--- src/rsa_pkg.sv ---
package rsa_pkg;

  localparam int RSA_DW = 8;

  // Operation codes presented by the sequencer
  typedef enum logic [4:0] {
    RSA_OP_ROTL_CARRY_TO_ACCUM = 5'h00,
    RSA_OP_ROTATE_RIGHT_MEM = 5'h01,
    RSA_OP_ROTATE_RIGHT_TO_ACCUM = 5'h02,
    RSA_OP_ROTATE_RIGHT_CARRY_MEM = 5'h03,
    RSA_OP_ROTATE_RIGHT_CARRY_TO_ACCUM = 5'h04,
    RSA_OP_MINUS_BORROW_TO_ACCUM = 5'h05,
    RSA_OP_MINUS_BORROW_IMM = 5'h06,
    RSA_OP_MINUS_BORROW_TO_MEM = 5'h07,
    RSA_OP_MINUS_TO_ACCUM = 5'h08,
    RSA_OP_MINUS_IMM = 5'h09,
    RSA_OP_MINUS_TO_MEM = 5'h0A,
    RSA_OP_DEC_SKIP_ZERO = 5'h0B,
    RSA_OP_DEC_SKIP_ZERO_ACCUM = 5'h0C,
    RSA_OP_INC_SKIP_ZERO = 5'h0D,
    RSA_OP_INC_SKIP_ZERO_ACCUM = 5'h0E,
    RSA_OP_FILL_ONES = 5'h0F,
    RSA_OP_BIT_SET = 5'h10,
    RSA_OP_SKIP_BIT_NONZERO = 5'h11,
    RSA_OP_SKIP_NONZERO = 5'h12,
    RSA_OP_SKIP_ON_ZERO = 5'h13,
    RSA_OP_NIBBLE_EXCHANGE_MEM = 5'h14,
    RSA_OP_NIBBLE_EXCHANGE_TO_ACCUM = 5'h15
  } rsa_op_t;

  typedef enum logic [1:0] {
    RSA_IDLE = 2'b00,
    RSA_EXEC = 2'b01,
    RSA_DUMMY = 2'b11
  } rsa_state_t;

  typedef enum logic [1:0] {
    RSA_ROT_L_CARRY = 2'h0,
    RSA_ROT_R = 2'h1,
    RSA_ROT_R_CARRY = 2'h2,
    RSA_ROT_SWAP = 2'h3
  } rsa_rot_t;

  // Register map
  localparam logic [1:0] RSA_REG_ACC = 2'h0;
  localparam logic [1:0] RSA_REG_STATUS = 2'h1;
  localparam logic [1:0] RSA_REG_STATE = 2'h2;

  // Status field positions
  localparam int RSA_ST_CARRY = 0;
  localparam int RSA_ST_HALF = 1;
  localparam int RSA_ST_ZERO = 2;
  localparam int RSA_ST_OVF = 3;
  localparam int RSA_ST_SIGNED = 4;
  localparam int RSA_ST_CHAIN = 5;
  localparam int RSA_ST_W = 6;

  localparam logic [7:0] RSA_ACC_RST = 8'h00;
  localparam logic [5:0] RSA_STATUS_RST = 6'h00;
  localparam logic [7:0] RSA_ALL_ONES = 8'hFF;
  localparam logic [7:0] RSA_ONE = 8'h01;

  // Nine-bit difference; bit 8 set means a borrow out
  function automatic logic [8:0] rsa_sub9(input logic [7:0] a, input logic [7:0] b, input logic bw);
    rsa_sub9 = {1'b0, a} - {1'b0, b} - {8'h00, bw};
  endfunction

endpackage

--- src/rsa_alu_if.sv ---
`timescale 1ns/1ps
interface rsa_alu_if;
  logic [7:0] acc;
  logic [7:0] opnd;
  logic cin;
  logic czin;
  logic use_borrow;
  rsa_pkg::rsa_rot_t rot_sel;
  logic [7:0] rot_res;
  logic rot_cout;
  logic [7:0] sub_res;
  logic [5:0] sub_flags;
  modport core(output acc, opnd, cin, czin, use_borrow, rot_sel,
               input rot_res, rot_cout, sub_res, sub_flags);
  modport rot(input opnd, cin, rot_sel, output rot_res, rot_cout);
  modport sub(input acc, opnd, cin, czin, use_borrow, output sub_res, sub_flags);
endinterface

--- src/rsa_rotate.sv ---
`timescale 1ns/1ps
module rsa_rotate (
  rsa_alu_if.rot alu // Operand in, rotated byte out
);
  import rsa_pkg::*;

  always_comb begin
    alu.rot_res = alu.opnd;
    alu.rot_cout = alu.cin;
    unique case (alu.rot_sel)
      RSA_ROT_L_CARRY: begin
        alu.rot_res = {alu.opnd[6:0], alu.cin};
        alu.rot_cout = alu.opnd[7];
      end
      RSA_ROT_R: begin
        alu.rot_res = {alu.opnd[0], alu.opnd[7:1]};
      end
      RSA_ROT_R_CARRY: begin
        alu.rot_res = {alu.cin, alu.opnd[7:1]};
        alu.rot_cout = alu.opnd[0];
      end
      RSA_ROT_SWAP: begin
        alu.rot_res = {alu.opnd[3:0], alu.opnd[7:4]};
      end
    endcase
  end

endmodule

--- src/rsa_subtract.sv ---
`timescale 1ns/1ps
module rsa_subtract (
  rsa_alu_if.sub alu // Minuend, subtrahend, flags out
);
  import rsa_pkg::*;

  logic bw;
  logic [8:0] full;
  logic [8:0] half;
  logic ovf;
  logic zero;

  always_comb begin
    bw = alu.use_borrow & ~alu.cin;
    full = rsa_sub9(alu.acc, alu.opnd, bw);
    half = rsa_sub9({4'h0, alu.acc[3:0]}, {4'h0, alu.opnd[3:0]}, bw);
    alu.sub_res = full[7:0];
    zero = (full[7:0] == 8'h00);
    ovf = (alu.acc[7] ^ alu.opnd[7]) & (alu.acc[7] ^ full[7]);
    alu.sub_flags[RSA_ST_CARRY] = ~full[8];
    alu.sub_flags[RSA_ST_HALF] = ~half[8];
    alu.sub_flags[RSA_ST_ZERO] = zero;
    alu.sub_flags[RSA_ST_OVF] = ovf;
    alu.sub_flags[RSA_ST_SIGNED] = full[7] ^ ovf;
    // Chained zero only holds across a borrow chain
    alu.sub_flags[RSA_ST_CHAIN] = alu.use_borrow ? (zero & alu.czin) : zero;
  end

endmodule

--- src/rsa_core.sv ---
// The plain strobed port and the register addresses were chosen for this implementation.
`timescale 1ns/1ps
module rsa_core (
  input wire logic sys_clk, // System clock
  input wire logic nrst, // Synchronous reset, active low
  input wire logic clk_en, // Freezes all state while low
  input wire logic op_valid, // Operation offered
  input wire logic [4:0] op_code, // rsa_pkg::rsa_op_t code
  input wire logic [7:0] op_imm, // Immediate operand
  input wire logic [2:0] op_bit, // Bit select
  input wire logic [7:0] mem_rdata, // Addressed memory byte
  output logic op_ready, // Idle, operation may be offered
  output logic op_done, // Operation retired
  output logic skip_next, // Skip the following instruction
  output logic mem_wr_en, // Write memory byte
  output logic [7:0] mem_wr_data, // Byte to write
  output logic [7:0] acc_out, // Accumulator
  output logic [5:0] status_out, // Status flags
  input wire logic [1:0] reg_addr, // Register address
  input wire logic [7:0] reg_wdata, // Register write data
  input wire logic reg_wr, // Register write strobe
  input wire logic reg_rd, // Register read strobe
  output logic [7:0] reg_rdata // Read data, cycle after strobe
);
  import rsa_pkg::*;

  rsa_alu_if alu ();

  rsa_state_t state;
  rsa_state_t next_state;
  rsa_op_t op_q;
  logic op_known;
  logic [7:0] opnd_q;
  logic [7:0] imm_q;
  logic [2:0] bit_q;
  logic [7:0] acc;
  logic [5:0] status;
  logic last_skip;

  logic [7:0] inc_val;
  logic [7:0] dec_val;
  logic [7:0] bit_mask;
  logic wr_acc;
  logic [7:0] next_acc;
  logic wr_mem;
  logic [7:0] next_mem;
  logic wr_carry;
  logic wr_subflags;
  logic take_skip;

  rsa_rotate u_rotate (
    .alu(alu.rot)
  );

  rsa_subtract u_subtract (
    .alu(alu.sub)
  );

  function automatic logic is_imm(input rsa_op_t op);
    is_imm = (op == RSA_OP_MINUS_BORROW_IMM) || (op == RSA_OP_MINUS_IMM);
  endfunction

  function automatic logic is_borrow(input rsa_op_t op);
    is_borrow = (op == RSA_OP_MINUS_BORROW_TO_ACCUM) || (op == RSA_OP_MINUS_BORROW_IMM)
             || (op == RSA_OP_MINUS_BORROW_TO_MEM);
  endfunction

  // Operand routing into the shared units
  always_comb begin
    alu.acc = acc;
    alu.opnd = is_imm(op_q) ? imm_q : opnd_q;
    alu.cin = status[RSA_ST_CARRY];
    alu.czin = status[RSA_ST_CHAIN];
    alu.use_borrow = is_borrow(op_q);
    unique case (op_q)
      RSA_OP_ROTL_CARRY_TO_ACCUM: alu.rot_sel = RSA_ROT_L_CARRY;
      RSA_OP_ROTATE_RIGHT_CARRY_MEM,
      RSA_OP_ROTATE_RIGHT_CARRY_TO_ACCUM: alu.rot_sel = RSA_ROT_R_CARRY;
      RSA_OP_NIBBLE_EXCHANGE_MEM,
      RSA_OP_NIBBLE_EXCHANGE_TO_ACCUM: alu.rot_sel = RSA_ROT_SWAP;
      default: alu.rot_sel = RSA_ROT_R;
    endcase
  end

  // Eight-bit wrap is intended
  assign inc_val = opnd_q + RSA_ONE;
  assign dec_val = opnd_q - RSA_ONE;
  assign bit_mask = RSA_ONE << bit_q;

  // Result and side-effect decode for the operation in flight
  always_comb begin
    wr_acc = 1'b0;
    next_acc = acc;
    wr_mem = 1'b0;
    next_mem = opnd_q;
    wr_carry = 1'b0;
    wr_subflags = 1'b0;
    take_skip = 1'b0;
    if (op_known) begin
      unique case (op_q)
        RSA_OP_ROTL_CARRY_TO_ACCUM: begin
          wr_acc = 1'b1;
          next_acc = alu.rot_res;
          wr_carry = 1'b1;
        end
        RSA_OP_ROTATE_RIGHT_MEM: begin
          wr_mem = 1'b1;
          next_mem = alu.rot_res;
        end
        RSA_OP_ROTATE_RIGHT_TO_ACCUM: begin
          wr_acc = 1'b1;
          next_acc = alu.rot_res;
        end
        RSA_OP_ROTATE_RIGHT_CARRY_MEM: begin
          wr_mem = 1'b1;
          next_mem = alu.rot_res;
          wr_carry = 1'b1;
        end
        RSA_OP_ROTATE_RIGHT_CARRY_TO_ACCUM: begin
          wr_acc = 1'b1;
          next_acc = alu.rot_res;
          wr_carry = 1'b1;
        end
        RSA_OP_MINUS_BORROW_TO_ACCUM,
        RSA_OP_MINUS_BORROW_IMM: begin
          wr_acc = 1'b1;
          next_acc = alu.sub_res;
          wr_subflags = 1'b1;
        end
        RSA_OP_MINUS_BORROW_TO_MEM: begin
          wr_mem = 1'b1;
          next_mem = alu.sub_res;
          wr_subflags = 1'b1;
        end
        RSA_OP_MINUS_TO_ACCUM,
        RSA_OP_MINUS_IMM: begin
          wr_acc = 1'b1;
          next_acc = alu.sub_res;
          wr_subflags = 1'b1;
        end
        RSA_OP_MINUS_TO_MEM: begin
          wr_mem = 1'b1;
          next_mem = alu.sub_res;
          wr_subflags = 1'b1;
        end
        RSA_OP_DEC_SKIP_ZERO: begin
          wr_mem = 1'b1;
          next_mem = dec_val;
          take_skip = (dec_val == 8'h00);
        end
        RSA_OP_DEC_SKIP_ZERO_ACCUM: begin
          wr_acc = 1'b1;
          next_acc = dec_val;
          take_skip = (dec_val == 8'h00);
        end
        RSA_OP_INC_SKIP_ZERO: begin
          wr_mem = 1'b1;
          next_mem = inc_val;
          take_skip = (inc_val == 8'h00);
        end
        RSA_OP_INC_SKIP_ZERO_ACCUM: begin
          wr_acc = 1'b1;
          next_acc = inc_val;
          take_skip = (inc_val == 8'h00);
        end
        RSA_OP_FILL_ONES: begin
          wr_mem = 1'b1;
          next_mem = RSA_ALL_ONES;
        end
        RSA_OP_BIT_SET: begin
          wr_mem = 1'b1;
          next_mem = opnd_q | bit_mask;
        end
        RSA_OP_SKIP_BIT_NONZERO: begin
          take_skip = ((opnd_q & bit_mask) != 8'h00);
        end
        RSA_OP_SKIP_NONZERO: begin
          wr_mem = 1'b1;
          take_skip = (opnd_q != 8'h00);
        end
        RSA_OP_SKIP_ON_ZERO: begin
          wr_mem = 1'b1;
          take_skip = (opnd_q == 8'h00);
        end
        RSA_OP_NIBBLE_EXCHANGE_MEM: begin
          wr_mem = 1'b1;
          next_mem = alu.rot_res;
        end
        RSA_OP_NIBBLE_EXCHANGE_TO_ACCUM: begin
          wr_acc = 1'b1;
          next_acc = alu.rot_res;
        end
      endcase
    end
  end

  // Sequencer: idle, execute, and one dummy slot after a taken skip
  always_comb begin
    next_state = state;
    unique case (state)
      RSA_IDLE: begin
        if (op_valid) begin
          next_state = RSA_EXEC;
        end
      end
      RSA_EXEC: begin
        next_state = take_skip ? RSA_DUMMY : RSA_IDLE;
      end
      RSA_DUMMY: begin
        next_state = RSA_IDLE;
      end
      default: begin
        next_state = RSA_IDLE;
      end
    endcase
  end

  assign op_ready = (state == RSA_IDLE);

  always_ff @(posedge sys_clk) begin
    if (!nrst) begin
      state <= RSA_IDLE;
    end else if (clk_en) begin
      state <= next_state;
    end
  end

  // Operation capture; memory byte sampled together with the code
  always_ff @(posedge sys_clk) begin
    if (!nrst) begin
      op_q <= RSA_OP_ROTATE_RIGHT_MEM;
      op_known <= 1'b0;
      opnd_q <= 8'h00;
      imm_q <= 8'h00;
      bit_q <= 3'h0;
    end else if (clk_en && op_ready && op_valid) begin
      op_q <= rsa_op_t'(op_code);
      op_known <= (op_code <= RSA_OP_NIBBLE_EXCHANGE_TO_ACCUM);
      opnd_q <= mem_rdata;
      imm_q <= op_imm;
      bit_q <= op_bit;
    end
  end

  // Accumulator; the executing operation wins over a bus write
  always_ff @(posedge sys_clk) begin
    if (!nrst) begin
      acc <= RSA_ACC_RST;
    end else if (clk_en) begin
      if (state == RSA_EXEC && wr_acc) begin
        acc <= next_acc;
      end else if (reg_wr && reg_addr == RSA_REG_ACC) begin
        acc <= reg_wdata;
      end
    end
  end

  // Status flags; untouched by every operation that does not name them
  always_ff @(posedge sys_clk) begin
    if (!nrst) begin
      status <= RSA_STATUS_RST;
    end else if (clk_en) begin
      if (state == RSA_EXEC && wr_subflags) begin
        status <= alu.sub_flags;
      end else if (state == RSA_EXEC && wr_carry) begin
        status[RSA_ST_CARRY] <= alu.rot_cout;
      end else if (reg_wr && reg_addr == RSA_REG_STATUS) begin
        status <= reg_wdata[RSA_ST_W-1:0];
      end
    end
  end

  // Memory write-back and completion, registered
  always_ff @(posedge sys_clk) begin
    if (!nrst) begin
      mem_wr_en <= 1'b0;
      mem_wr_data <= 8'h00;
      op_done <= 1'b0;
      skip_next <= 1'b0;
    end else if (clk_en) begin
      mem_wr_en <= (state == RSA_EXEC) && wr_mem;
      if (state == RSA_EXEC) begin
        mem_wr_data <= next_mem;
      end
      op_done <= (state == RSA_EXEC);
      skip_next <= (state == RSA_EXEC) && take_skip;
    end
  end

  always_ff @(posedge sys_clk) begin
    if (!nrst) begin
      last_skip <= 1'b0;
    end else if (clk_en && state == RSA_EXEC) begin
      last_skip <= take_skip;
    end
  end

  // Register read port, unmapped addresses read zero
  always_ff @(posedge sys_clk) begin
    if (!nrst) begin
      reg_rdata <= 8'h00;
    end else if (clk_en) begin
      reg_rdata <= 8'h00;
      if (reg_rd) begin
        unique case (reg_addr)
          RSA_REG_ACC: reg_rdata <= acc;
          RSA_REG_STATUS: reg_rdata <= {2'b00, status};
          RSA_REG_STATE: reg_rdata <= {4'h0, op_known, last_skip, state};
          default: reg_rdata <= 8'h00;
        endcase
      end
    end
  end

  assign acc_out = acc;
  assign status_out = status;

endmodule

--- config.mk ---
export PLATFORM = sky130hd
export DESIGN_NAME = rsa_core
export DESIGN_NICKNAME = d
export VERILOG_FILES = /design/src/rsa_pkg.sv /design/src/rsa_alu_if.sv /design/src/rsa_rotate.sv /design/src/rsa_subtract.sv /design/src/rsa_core.sv
export SDC_FILE = /design/constraint.sdc
export NUM_CORES = 1
export LEC_CHECK = 0
export ABC_AREA = 0
export BUFFER_PORTS_ARGS = -buffer_cell sky130_fd_sc_hd__buf_2
export CAP_MARGIN = 0
export CORE_MARGIN = 10
export CORE_UTILIZATION = 50
export CTS_CLUSTER_SIZE = 8
export DETAILED_ROUTE_END_ITERATION = 16
export HOLD_SLACK_MARGIN = 0.12
export PLACE_DENSITY = 0.71
export SLEW_MARGIN = 40
export SYNTH_ARGS = -nofsm -noshare
export SYNTH_HDL_FRONTEND = slang
export SYNTH_HIERARCHICAL = 1
export SYNTH_SLANG_ARGS = --single-unit
--- constraint.sdc ---
create_clock -name sys_clk -period 7.8 [get_ports sys_clk]
set_input_delay 0.78 -clock sys_clk [delete_from_list [all_inputs] [get_ports sys_clk]]
set_output_delay 0.78 -clock sys_clk [all_outputs]
set_load 0.05 [all_outputs]
# After elaboration in Yosys (flattened, before gate mapping)
# Index checks and enable logic that the tools add are counted.
[word_totals]
reg_bits = 61
latchBits = 0
ramBits = 0
rom_bits = 0
in_bits = 40
out_inout_bits = 34
elab_cells = 139
mem_count = 0
[op_classes]
n_addsub = 6
n_mul = 0
n_div = 0
magnitude_cmp = 1
eq_ne = 32
n_shift = 1
mux = 30
bitwise = 11
n_reduce_logical = 43
[ops]
columns = ["operator", "count"]
rows = [
  ["one-hot mux 8 bit (4 select lines)", 2],
  ["2-to-1 mux 8 bit", 6],
  ["one-hot mux 8 bit (6 select lines)", 1],
  ["equality test 5 x 4 -> 1 bit, second input constant", 8],
  ["zero test 8 bit", 4],
  ["equality test 5 bit, second input constant", 6],
  ["one-hot mux 8 bit (3 select lines)", 1],
  ["equality test 5 x 3 -> 1 bit, second input constant", 4],
  ["subtractor 9 x 1 -> 9 bit", 2],
  ["nonzero test 8 bit", 2],
  ["2-to-1 mux 6 bit", 2],
  ["2-to-1 mux 1 bit", 11],
  ["OR reduction 11 bit", 1],
  ["equality test 5 x 2 -> 1 bit, second input constant", 2],
  ["logical AND 1 bit", 10],
  ["OR reduction 10 bit", 1],
  ["OR reduction 2 bit", 5],
  ["subtractor 8 x 8 -> 9 bit", 1],
  ["adder 8 x 1 -> 8 bit, second input constant", 1],
  ["AND 8 bit", 1],
  ["OR 8 bit", 1],
  ["OR reduction 4 bit", 2],
  ["<< shifter 1 x 3 -> 8 bit, first input constant", 1],
  ["subtractor 8 x 1 -> 8 bit, second input constant", 1],
  ["27 further kinds", 48],
]

# Longest topological paths before layout
# Gate-level depths: netlist of the first run.
[logic_depth]
ltp_word = 9
mapped_depth = 21

# Modules after synthesis
# Netlist of the first run, hierarchy kept.
[by_module_without_submodules]
columns = ["module", "n_inst", "cells_per_inst", "area_each_um2", "seq_area_each_um2"]
rows = [
  ["rsa_core", 1, 582, 4339.2, 1221.2],
  ["rsa_subtract", 1, 102, 747.0, 0.0],
  ["rsa_rotate", 1, 28, 281.5, 0.0],
]

# Worst setup path after synthesis of the first run
# OpenSTA, ideal clock, no wires.
[synth_timing]
kind = "flip-flop to flip-flop"
from = "register op_q[2]"
to = "register status[3], in the netlist status_out[3]"
setup_time_ns = 0.132
arrival_ns = 3.804
required_time_ns = 7.668
setup_slack_ns = 3.863
path_stages_with_launch = 21
path_buffers = 4
synth_period_minus_slack_ns = 3.937
cell_sequence = "dfxtp_1 -> buf_4 -> buf_2 -> buf_2 -> nand2_1 -> nor3_1 -> a31oi_1 -> nor2_2 -> nand2_1 -> o21ai_0 -> inv_1 -> fa_1 -> ha_1 -> and2b_1 -> a21oi_2 -> a2111oi_4 -> xnor2_1 -> mux2_1 -> buf_4 -> mux2i_1 -> a211oi_1"
[synth_via]
elab_chain_len = 8
elab_cells_between_ends = 31
[synth_lines]
columns = ["item", "line", "rtl"]
rows = [
  ["from (decl)", "rsa_core.sv:31", "rsa_op_t op_q;"],
  ["from (signal assigned)", "rsa_core.sv:237", "op_q <= rsa_op_t'(op_code);"],
  ["equality test 5 x 3 -> 1 bit or equality test 5 x 4 -> 1 bit (tied branches)", "rsa_core.sv:60", "is_imm = (op == RSA_OP_MINUS_BORROW_IMM) || (op == RSA_OP_MINUS_IMM);"],
  ["logical OR 1 bit (*)", "rsa_core.sv:60", ""],
  ["2-to-1 mux 8 bit (*)", "rsa_core.sv:71", "alu.opnd = is_imm(op_q) ? imm_q : opnd_q;"],
  ["named net alu.opnd[0]", "rsa_alu_if.sv:4", "logic [7:0] opnd;"],
  ["subtractor 8 x 8 -> 9 bit (*)", "rsa_pkg.sv:65", "rsa_sub9 = {1'b0, a} - {1'b0, b} - {8'h00, bw};"],
  ["subtractor 9 x 1 -> 9 bit (*)", "rsa_pkg.sv:65", ""],
  ["named net alu.sub_res[7]", "rsa_alu_if.sv:11", "logic [7:0] sub_res;"],
  ["bitwise XOR 1 bit (*)", "rsa_subtract.sv:19", "ovf = (alu.acc[7] ^ alu.opnd[7]) & (alu.acc[7] ^ full[7]);"],
  ["AND 1 bit (*)", "rsa_subtract.sv:19", ""],
  ["named net u_subtract.ovf", "rsa_subtract.sv:10", "logic ovf;"],
  ["2-to-1 mux 6 bit (*)", "rsa_core.sv:263", "if (state == RSA_EXEC && wr_subflags) begin"],
  ["to (signal assigned)", "rsa_core.sv:264", "status <= alu.sub_flags;"],
  ["to (signal, indexed assignment)", "rsa_core.sv:266", "status[RSA_ST_CARRY] <= alu.rot_cout;"],
  ["to (signal assigned)", "rsa_core.sv:268", "status <= reg_wdata[RSA_ST_W-1:0];"],
  ["to (decl)", "rsa_core.sv:37", "logic [5:0] status;"],
]
# The timed path passes the listed nets; every way through them passes the cells marked *.
# A chain may end at the register's enable or synchronous reset.

# Final worst setup path of the first run
[layout_timing]
from = "register op_q[1]"
to = "register status[3], in the netlist status_out[3]"
[layout_via]
elab_chain_len = 8
elab_cells_between_ends = 31
[layout_lines]
columns = ["item", "line", "rtl"]
rows = [
  ["equality test 5 x 3 -> 1 bit or equality test 5 x 4 -> 1 bit (tied branches)", "rsa_core.sv:60", ""],
  ["logical OR 1 bit (*)", "rsa_core.sv:60", ""],
  ["2-to-1 mux 8 bit (*)", "rsa_core.sv:71", ""],
  ["named net alu.opnd[0]", "rsa_alu_if.sv:4", ""],
  ["subtractor 8 x 8 -> 9 bit (*)", "rsa_pkg.sv:65", ""],
  ["subtractor 9 x 1 -> 9 bit (*)", "rsa_pkg.sv:65", ""],
  ["named net alu.sub_res[7]", "rsa_alu_if.sv:11", ""],
  ["bitwise XOR 1 bit (*)", "rsa_subtract.sv:19", ""],
  ["AND 1 bit (*)", "rsa_subtract.sv:19", ""],
  ["named net alu.sub_flags[3]", "rsa_alu_if.sv:12", "logic [5:0] sub_flags;"],
  ["2-to-1 mux 6 bit (*)", "rsa_core.sv:263", ""],
]
# Marks and branches as above.

==> flow_summary.ini, run 1 <==
[power_and_ir_drop]
power.density_mw_per_mm2 = 164
p_sw_mw = 0.336
switching_share_pct = 34.6
leakage_nw = 2.47
p_seq_share_pct = 35.7
clkPwrFrac_pct = 36.8
p_total_mw = 0.971
pwr-share-comb_pct = 27.5
peakVddDrop_mv = 0.101
cell_internal_pwr_mw = 0.635

[cts]
cts_resized = 0
post_cts_buffers = 0
clkLatencyLatePin_ns = 0.37
clockRootBuffer = clkbuf_8
clock_path_buffers = 2
htree_levels = 3
cts_made_buffers = 9
cts_sinks = 61
path_clk_slew_ns = 0.08
cts_tree = yes
cts_hold_buffers = 0

[route]
via_count = 5589
drc = 0
wirelength_mm = 18.7
drt_iter0_markers = 656
wire_per_inst_um = 21.1
drtAntennaViolNets = 0
routed_via_density = 6.30
drt-pass1-iter-count = 5

[sta]
fmax_mhz = 228
hold_viol = 0
period_share_pct = 56.1
finalClockSkew_ns = 0.0123
fin_setup_tns_ns = 0
worst_slew_pin_slew_ns = 0.832
finalCriticalPeriod_ns = 4.38
slew_headroom_pct = 44.6
rsz0062_at_grt = no
maxSlewViolCount = 0
setup_viol = 0

[die]
fp.dieW_um = 124
io_pins = 74
start_util_pct = 51.8
dieArea_sq_mm = 0.0153
die_h_um = 124
core_sq_mm = 0.0104
rows = 37

[synthesis]
synth_area_sq_mm = 0.00537
ys_seq_area_share_pct = 22.8
synth_area_leaders = dfxtp_1 (23%), nand2_1 (7.1%), mux2i_1 (7.1%)
ys.flop_type = dfxtp_1
ys_types = 84
synth_edf_count = 0
synth_largest_area_cell = dfxtp_1
avgSynthCellArea_sq_um = 7.54
yosys.area.top_type_share_pct = 22.8
ys_ff_latch = 61
syn-instance-count = 712
async_reset_ff_share_pct = 0
synth_warnings = 6
synth_fp_nets = 778

[critical_path]
critPathRequiredTime_ns = 8.04
path_class = register to register
start_kind = register
endpoint_kind = register
worstPathArrival_ns = 4.61
worst-path-max-fanout = 27

[finish]
n_antenna_cell = 0
syn_to_final_growth_pct = 10.3
layout_commonest_cell = nand2_1
stdcell_area_sq_mm = 0.00592
fillers = 977
drive_gt1_share_pct = 16.4
fin_nets = 812
layout_common_cells = nand2_1 (102), buf_2 (73), dfxtp_1 (57), nor2_1 (49), a21oi_1 (44)

[placement]
numPortBuffers = 73
dpl_cell_area_sq_mm = 0.00568
gp_congestion = 0.983
dpl.hpwl_mm = 14.2

[global_route]
grt_max_degree = 48
grt_pass1_vias = 5343
gr-total-overflow = 0
gr-usage-all-layers_pct = 24.7
grt_pass1_wl_mm = 29.9
antenna_found_initial = 0

[run]
drv_cap = 0

[outcome]
status = finished clean

[min_path]
min_path_type = register to register
[metal layers]
metal  up-vias  global-route usage, %  routed length, um
met5         -                      0                  0
met4         0                   10.3                736
met1      2604                   31.5               7660
met2       303                   39.2               8800
li1       2631                      -                  -
met3        51                   5.79               1550
[synth_stat cells, drive strengths merged (4+ instances only)]
library cell  number
a211oi             6
a21boi            17
a21o               4
a21oi             48
a221o              5
a221oi             7
a22oi              8
a31oi             10
and2               8
and3               8
buf               24
clkbuf            31
dfxtp             61
ha                23
inv               42
mux2               8
mux2i             38
nand2            102
nand2b             8
nand3             12
nand3b             9
nor2              51
nor2b             11
nor3              22
nor3b              4
nor4               5
o211ai             6
o21a               4
o21ai             25
o221ai             6
o22ai             10
o2bb2ai            4
o31ai              6
or3                4
xnor2             12
xor2               9
[path summary, 6_finish.rpt]
check	start	endpoint	slack, ns	depth (start not counted)
setup / recovery	op_q[1]	status_out[3]	3.42	16
hold / removal	skip_next	skip_next	0.45	2
hold reg to reg	skip_next	skip_next	0.45	2
setup reg to reg	op_q[1]	status_out[3]	3.42	16
[layout make-up]
| class | count | area (sq um) | share of cell area [%] |
|---|---|---|---|
| flip-flops and latches | 61 | 1230 | 20.7 |
| clock inverters | 6 | 111 | 1.88 |
| multi-input cells | 553 | 3720 | 62.9 |
| repair buffers | 78 | 403 | 6.80 |
| clock buffers | 10 | 128 | 2.15 |
| well taps | 136 | 170 | 2.87 |
| inverters | 43 | 161 | 2.72 |
[kinds of logic after synthesis]
logic type	count (synthesis)	share of synthesized area [%]
XOR/XNOR	21	3.43
multiplexers	47	9.18
buffers and inverters	98	8.04
AO/OA/AOI/OAI	195	25.9
flip-flops	61	22.8
AND/OR/NAND/NOR	264	24.2
adder cells (fa/ha/maj)	26	6.48
[metrics by stage]
stage	util, %	std cells	hold WS (ns)	setup slack, ns
after floorplan	-	712	0.433	3.86
after global placement	54.7	871	0.433	3.41
after detailed placement	54.8	871	0.439	3.18
after CTS	57.1	887	0.451	3.15
after global routing	57.1	887	0.478	3.04
final	57.1	887	0.453	3.42
[power groups by stage]
stage,Clock [mW],Sequential [mW],Combinational [mW]
after floorplan,0,0.350,0.196
after global placement,0,0.352,0.253
after detailed placement,0,0.352,0.259
after CTS,0.358,0.345,0.261
after global routing,0.374,0.348,0.291
final,0.357,0.346,0.267
[sequential cells by signal, indices dropped and copies added, names as in the netlist]
signal       cells
status_out       6
op_known         1
reg_rdata        8
imm_q            8
skip_next        1
last_skip        1
bit_q            3
state            2
opnd_q           8
acc_out          8
mem_wr_data      8
op_q             5
op_done          1
mem_wr_en        1
[worst max-delay path: stages, from the launching register on]
cell       delay, ns
dfxtp_2         0.62
nand2_1         0.16
nor3_1          0.16
a31oi_1         0.07
nor2_2          0.37
nand2_1         0.10
o21ai_1         0.30
inv_1           0.13
fa_1            0.50
ha_1            0.32
nand2_1         0.08
a21oi_2         0.22
a2111oi_4       0.07
xnor2_1         0.50
mux2_1          0.39
mux2i_1         0.14
a211oi_1        0.09
Power figures use the tool's default switching activity.
==> run 2, diff against run 1 <==
==> constraint.sdc (replaced) <==
create_clock -name sys_clk -period 4.1 [get_ports sys_clk]
set_input_delay 0.41 -clock sys_clk [delete_from_list [all_inputs] [get_ports sys_clk]]
set_output_delay 0.41 -clock sys_clk [all_outputs]
set_load 0.05 [all_outputs]
==> flow_summary.ini, run 2 (synthesis gave the netlist of run 1 again) <==
[outcome]
status = finished clean

[placement]
place_ws_ns = 0.160
gp_congestion = 0.978
dpl.hpwl_mm = 15.6
dp.cells = 886
numPortBuffers = 73

[global_route]
gr-usage-all-layers_pct = 26.2
grt_max_degree = 48
grt_pass1_vias = 5390
grt_pass1_wl_mm = 30.9
gr-total-overflow = 0
antenna_found_initial = 1

[route]
wirelength_mm = 20.2
drt-pass1-iter-count = 7
via_count = 5654
drt_iter0_markers = 535
wire_per_inst_um = 22.4
routed_via_density = 6.29
drtAntennaViolNets = 0
drc = 0

[die]
core_sq_mm = 0.0104
rows = 37
die_h_um = 124
fp.dieW_um = 124
io_pins = 74
start_util_pct = 51.8
dieArea_sq_mm = 0.0153

[critical_path]
endpoint = mem_wr_data[7]
r2r_end = mem_wr_data[7]
worstPathArrival_ns = 3.99
rr_worst_depth = 14
worst-path-max-fanout = 17
crit_path_start = op_q[0]
ff2ff_setup_slack_ns = 0.34
start_kind = register
critPathRequiredTime_ns = 4.33
endpoint_kind = register
path_class = register to register
reg2reg_from = op_q[0]

[finish]
layout_common_cells = nand2_1 (102), buf_2 (73), dfxtp_1 (60), nor2_1 (50), a21oi_1 (44)
fin_nets = 827
drive_gt1_share_pct = 17.4
n_antenna_cell = 0
fin_cells = 899
syn_to_final_growth_pct = 11.5
layout_commonest_cell = nand2_1

[power_and_ir_drop]
switching_share_pct = 35.1
p_sw_mw = 0.603
clkPwrFrac_pct = 30.9
leakage_nw = 2.53
pwr-share-comb_pct = 31.5
cell_internal_pwr_mw = 1.12
peakVddDrop_mv = 0.192
p_seq_share_pct = 37.6
power.density_mw_per_mm2 = 287

[cts]
cts_sinks = 61
post_cts_buffers = 0
clockRootBuffer = clkbuf_8
htree_levels = 3
clkLatencyLatePin_ns = 0.36
path_clk_slew_ns = 0.06
clock_path_buffers = 2
cts_tree = yes
cts_made_buffers = 9
cts_hold_buffers = 0

[sta]
fmax_mhz = 266
period_share_pct = 91.6
finalWorstSetupSlack_ns = 0.342
finalClockSkew_ns = 0.00621
whs_ns = 0.239
hold_viol = 0
slew_headroom_pct = 52.8
fin_setup_tns_ns = 0
rsz0062_at_grt = no
maxSlewViolCount = 0
worst_slew_pin_slew_ns = 0.707
setup_viol = 0
finalCriticalPeriod_ns = 3.76

[min_path]
min_path_type = input pin to register

[run]
drv_cap = 0
run 2: cell count changes in the layout (fill, tap and decap cells not counted), sizes merged:
cell,delta
clkinvlp,-1
bufinv,-2
clkbuf,+1
buf,+15
clkinv,-1
run 2: worst max-delay path, cell delays in order (launching register included):
cell and delay [ns]:
dfxtp_2 0.44, buf_4 0.24, o21ai_1 0.11, nor3_1 0.41, nand2b_1 0.17, fa_1 0.41
ha_1 0.19, and2b_1 0.24, a21oi_2 0.09, a2111oi_4 0.28, xnor2_1 0.25, a22oi_2 0.27
o21ai_0 0.13, o31ai_1 0.30, a21boi_1 0.10
run 2: per-layer routing:
metal  wire length [um]  part of all wire (%)  track usage, %  up-vias
met1               8200                    41            31.8     2669
met3               1470                   7.3            6.38       65
met5                 19                 0.094               0        -
li1                   -                     -               -     2661
met2               9650                    48            42.8      257
met4                815                   4.0            12.2        2
run 2: layout make-up:
type                       count  area, sq um
clock buffer                  11          151
clock inverter                 2         35.0
fill                         996         4380
inverter                      43          161
multi-input combinational    553         3730
sequential                    61         1220
tap                          136          170
timing repair buffer          93          515
run 2: worst min-delay path by stage:
stage          cells after the start         to       start
2_1_floorplan                      2   imm_q[6]    imm_q[6]
3_3_place_gp                       2  skip_next   skip_next
3_5_place_dp                       2  skip_next   skip_next
4_1_cts                            2   op_known  op_code[4]
5_1_grt                            2   op_known  op_code[4]
6_report                           2   op_known  op_code[4]
run 2: power groups by stage:
| stage | Sequential (mW) | Clock, mW | Combinational (mW) |
|---|---|---|---|
| final | 0.647 | 0.531 | 0.541 |
| after global routing | 0.649 | 0.565 | 0.585 |
| after CTS | 0.645 | 0.544 | 0.529 |
| after detailed placement | 0.659 | 0 | 0.525 |
| after global placement | 0.659 | 0 | 0.519 |
| after floorplan | 0.666 | 0 | 0.373 |
run 2: through the flow:
stage / util [%] / power [mW] / cell area [sq um]
floorplan: - / 1.04 / 5370
global placement: 55.8 / 1.18 / 5780
detailed placement: 55.8 / 1.18 / 5780
CTS: 57.6 / 1.72 / 5970
global route: 57.7 / 1.80 / 5990
finish: 57.7 / 1.72 / 5990
run 2: repair_timing:
action,in CTS,in global routing
gates resized for setup,0,4
hold endpoints to repair,0,0
setup endpoints to repair,0,4
==> run 3, diff against run 2 <==
--- a/config.mk
+++ b/config.mk
@@ -14,6 +14,8 @@
 export DETAILED_ROUTE_END_ITERATION = 16
 export HOLD_SLACK_MARGIN = 0.12
 export PLACE_DENSITY = 0.71
+export REMOVE_ABC_BUFFERS = 1
+export SKIP_CTS_REPAIR_TIMING = 1
 export SLEW_MARGIN = 40
 export SYNTH_ARGS = -nofsm -noshare
 export SYNTH_HDL_FRONTEND = slang
==> flow_summary.ini, run 3 (synthesis gave the netlist of run 1 again) <==
[die]
die_h_um = 124
io_pins = 74
core_sq_mm = 0.0104
start_util_pct = 51.8
dieArea_sq_mm = 0.0153
rows = 37
fp.dieW_um = 124

[sta]
maxSlewViolCount = 0
slew_headroom_pct = 45.8
fmax_mhz = 263
fin_setup_tns_ns = 0
finalClockSkew_ns = 0.0103
worst_slew_pin_slew_ns = 0.801
whs_ns = 0.234
rsz0062_at_grt = no
hold_viol = 0
finalCriticalPeriod_ns = 3.81
setup_viol = 0
period_share_pct = 92.9

[placement]
dpl.hpwl_mm = 13.4
gp_congestion = 0.993
numPortBuffers = 73
dp.cells = 882

[global_route]
grt_pass1_wl_mm = 28.7
grt_max_degree = 47
gr-usage-all-layers_pct = 23.5
antenna_found_initial = 0
gr-total-overflow = 0
grt_pass1_vias = 5344

[route]
wirelength_mm = 18.1
drtAntennaViolNets = 0
drt-pass1-iter-count = 5
drt_iter0_markers = 583
wire_per_inst_um = 20.1
via_count = 5608
routed_via_density = 6.24
drc = 0

[power_and_ir_drop]
p_total_mw = 1.88
power.density_mw_per_mm2 = 311
leakage_nw = 2.54
peakVddDrop_mv = 0.156

[critical_path]
endpoint_kind = register
path_buf_inv = 2
critPathRequiredTime_ns = 4.42
crit_family = simple AND/OR/NAND/NOR gates
start_kind = register
max_stage_delay_ns = 0.44
worst-path-max-fanout = 9
path_class = register to register
worstPathArrival_ns = 4.12
crit_path_cell_trace = nand2_1 -> nor3_1 -> a31oi_2 -> nor2_4 -> mux2_2 -> inv_1 -> ha_1 -> inv_1 -> ha_1 -> a21boi_2 -> nor2_1 -> xnor2_1 -> or3b_1 -> nor4_1 -> mux2i_1 -> nand2_1 -> o211a_1
slowest_stage = mux2_2
ff2ff_setup_slack_ns = 0.29

[cts]
path_clk_slew_ns = 0.08
cts_sinks = 61
clockRootBuffer = clkbuf_8
htree_levels = 3
cts_tree = yes
cts_made_buffers = 9
clock_path_buffers = 2
clkLatencyLatePin_ns = 0.37

[finish]
n_antenna_cell = 0
fin_nets = 824
layout_common_cells = nand2_1 (102), buf_2 (73), dfxtp_1 (58), nor2_1 (50), a21oi_1 (44)
syn_to_final_growth_pct = 12.6
post-route-util_pct = 58.3
layout_commonest_cell = nand2_1
drive_gt1_share_pct = 18.1
fin_cells = 899

[min_path]
min_path_type = input pin to register

[run]
drv_cap = 0

[outcome]
status = finished clean
==> run 3: cell count changes in the layout (fill, tap and decap cells not counted), sizes merged <==
cell / previous run / this run
buf: 93 / 89
bufinv: 1 / 3
clkbuf: 11 / 10
clkinvlp: 0 / 2
nor2: 51 / 52
==> run 3: metal layers <==
metal  routed length [um]  part of all wire (%)  GRT usage, %  vias to the layer above
met2                 7900                    44          36.4                      290
li1                     -                     -             -                     2637
met3                 1450                   8.0          3.67                       50
met1                 8180                    45          32.0                     2631
met4                  539                   3.0          9.17                        0
met5                    0                     0             0                        -
==> run 3: layout make-up <==
cell class	count	area, sq um
repair buffers	89	485
fillers	1012	4320
clock buffers	10	138
well taps	136	170
clock inverters	6	110
flip-flops and latches	61	1220
multi-input cells	554	3760
inverters	43	161
==> run 3: final timing paths <==
check,start,endpoint,depth (start not counted)
max reg2reg,op_q[1],status_out[5],17
min,op_code[4],op_known,2
max,op_q[1],status_out[5],17
min reg2reg,mem_wr_data[7],mem_wr_data[7],2
==> run 3: power breakdown <==
group | switching [mW] | internal, mW | total [mW]
logic | 0.338 | 0.203 | 0.540
registers | 0.0298 | 0.613 | 0.642
clock network | 0.277 | 0.419 | 0.696
==> run 3: per-stage QoR <==
step                cell area [sq um]  worst slack, ns
detailed placement               5760           0.0527
CTS                              6010           0.0357
global route                     6050          0.00666
floorplan                        5100            0.136
finish                           6050            0.293
global placement                 5750           0.0860
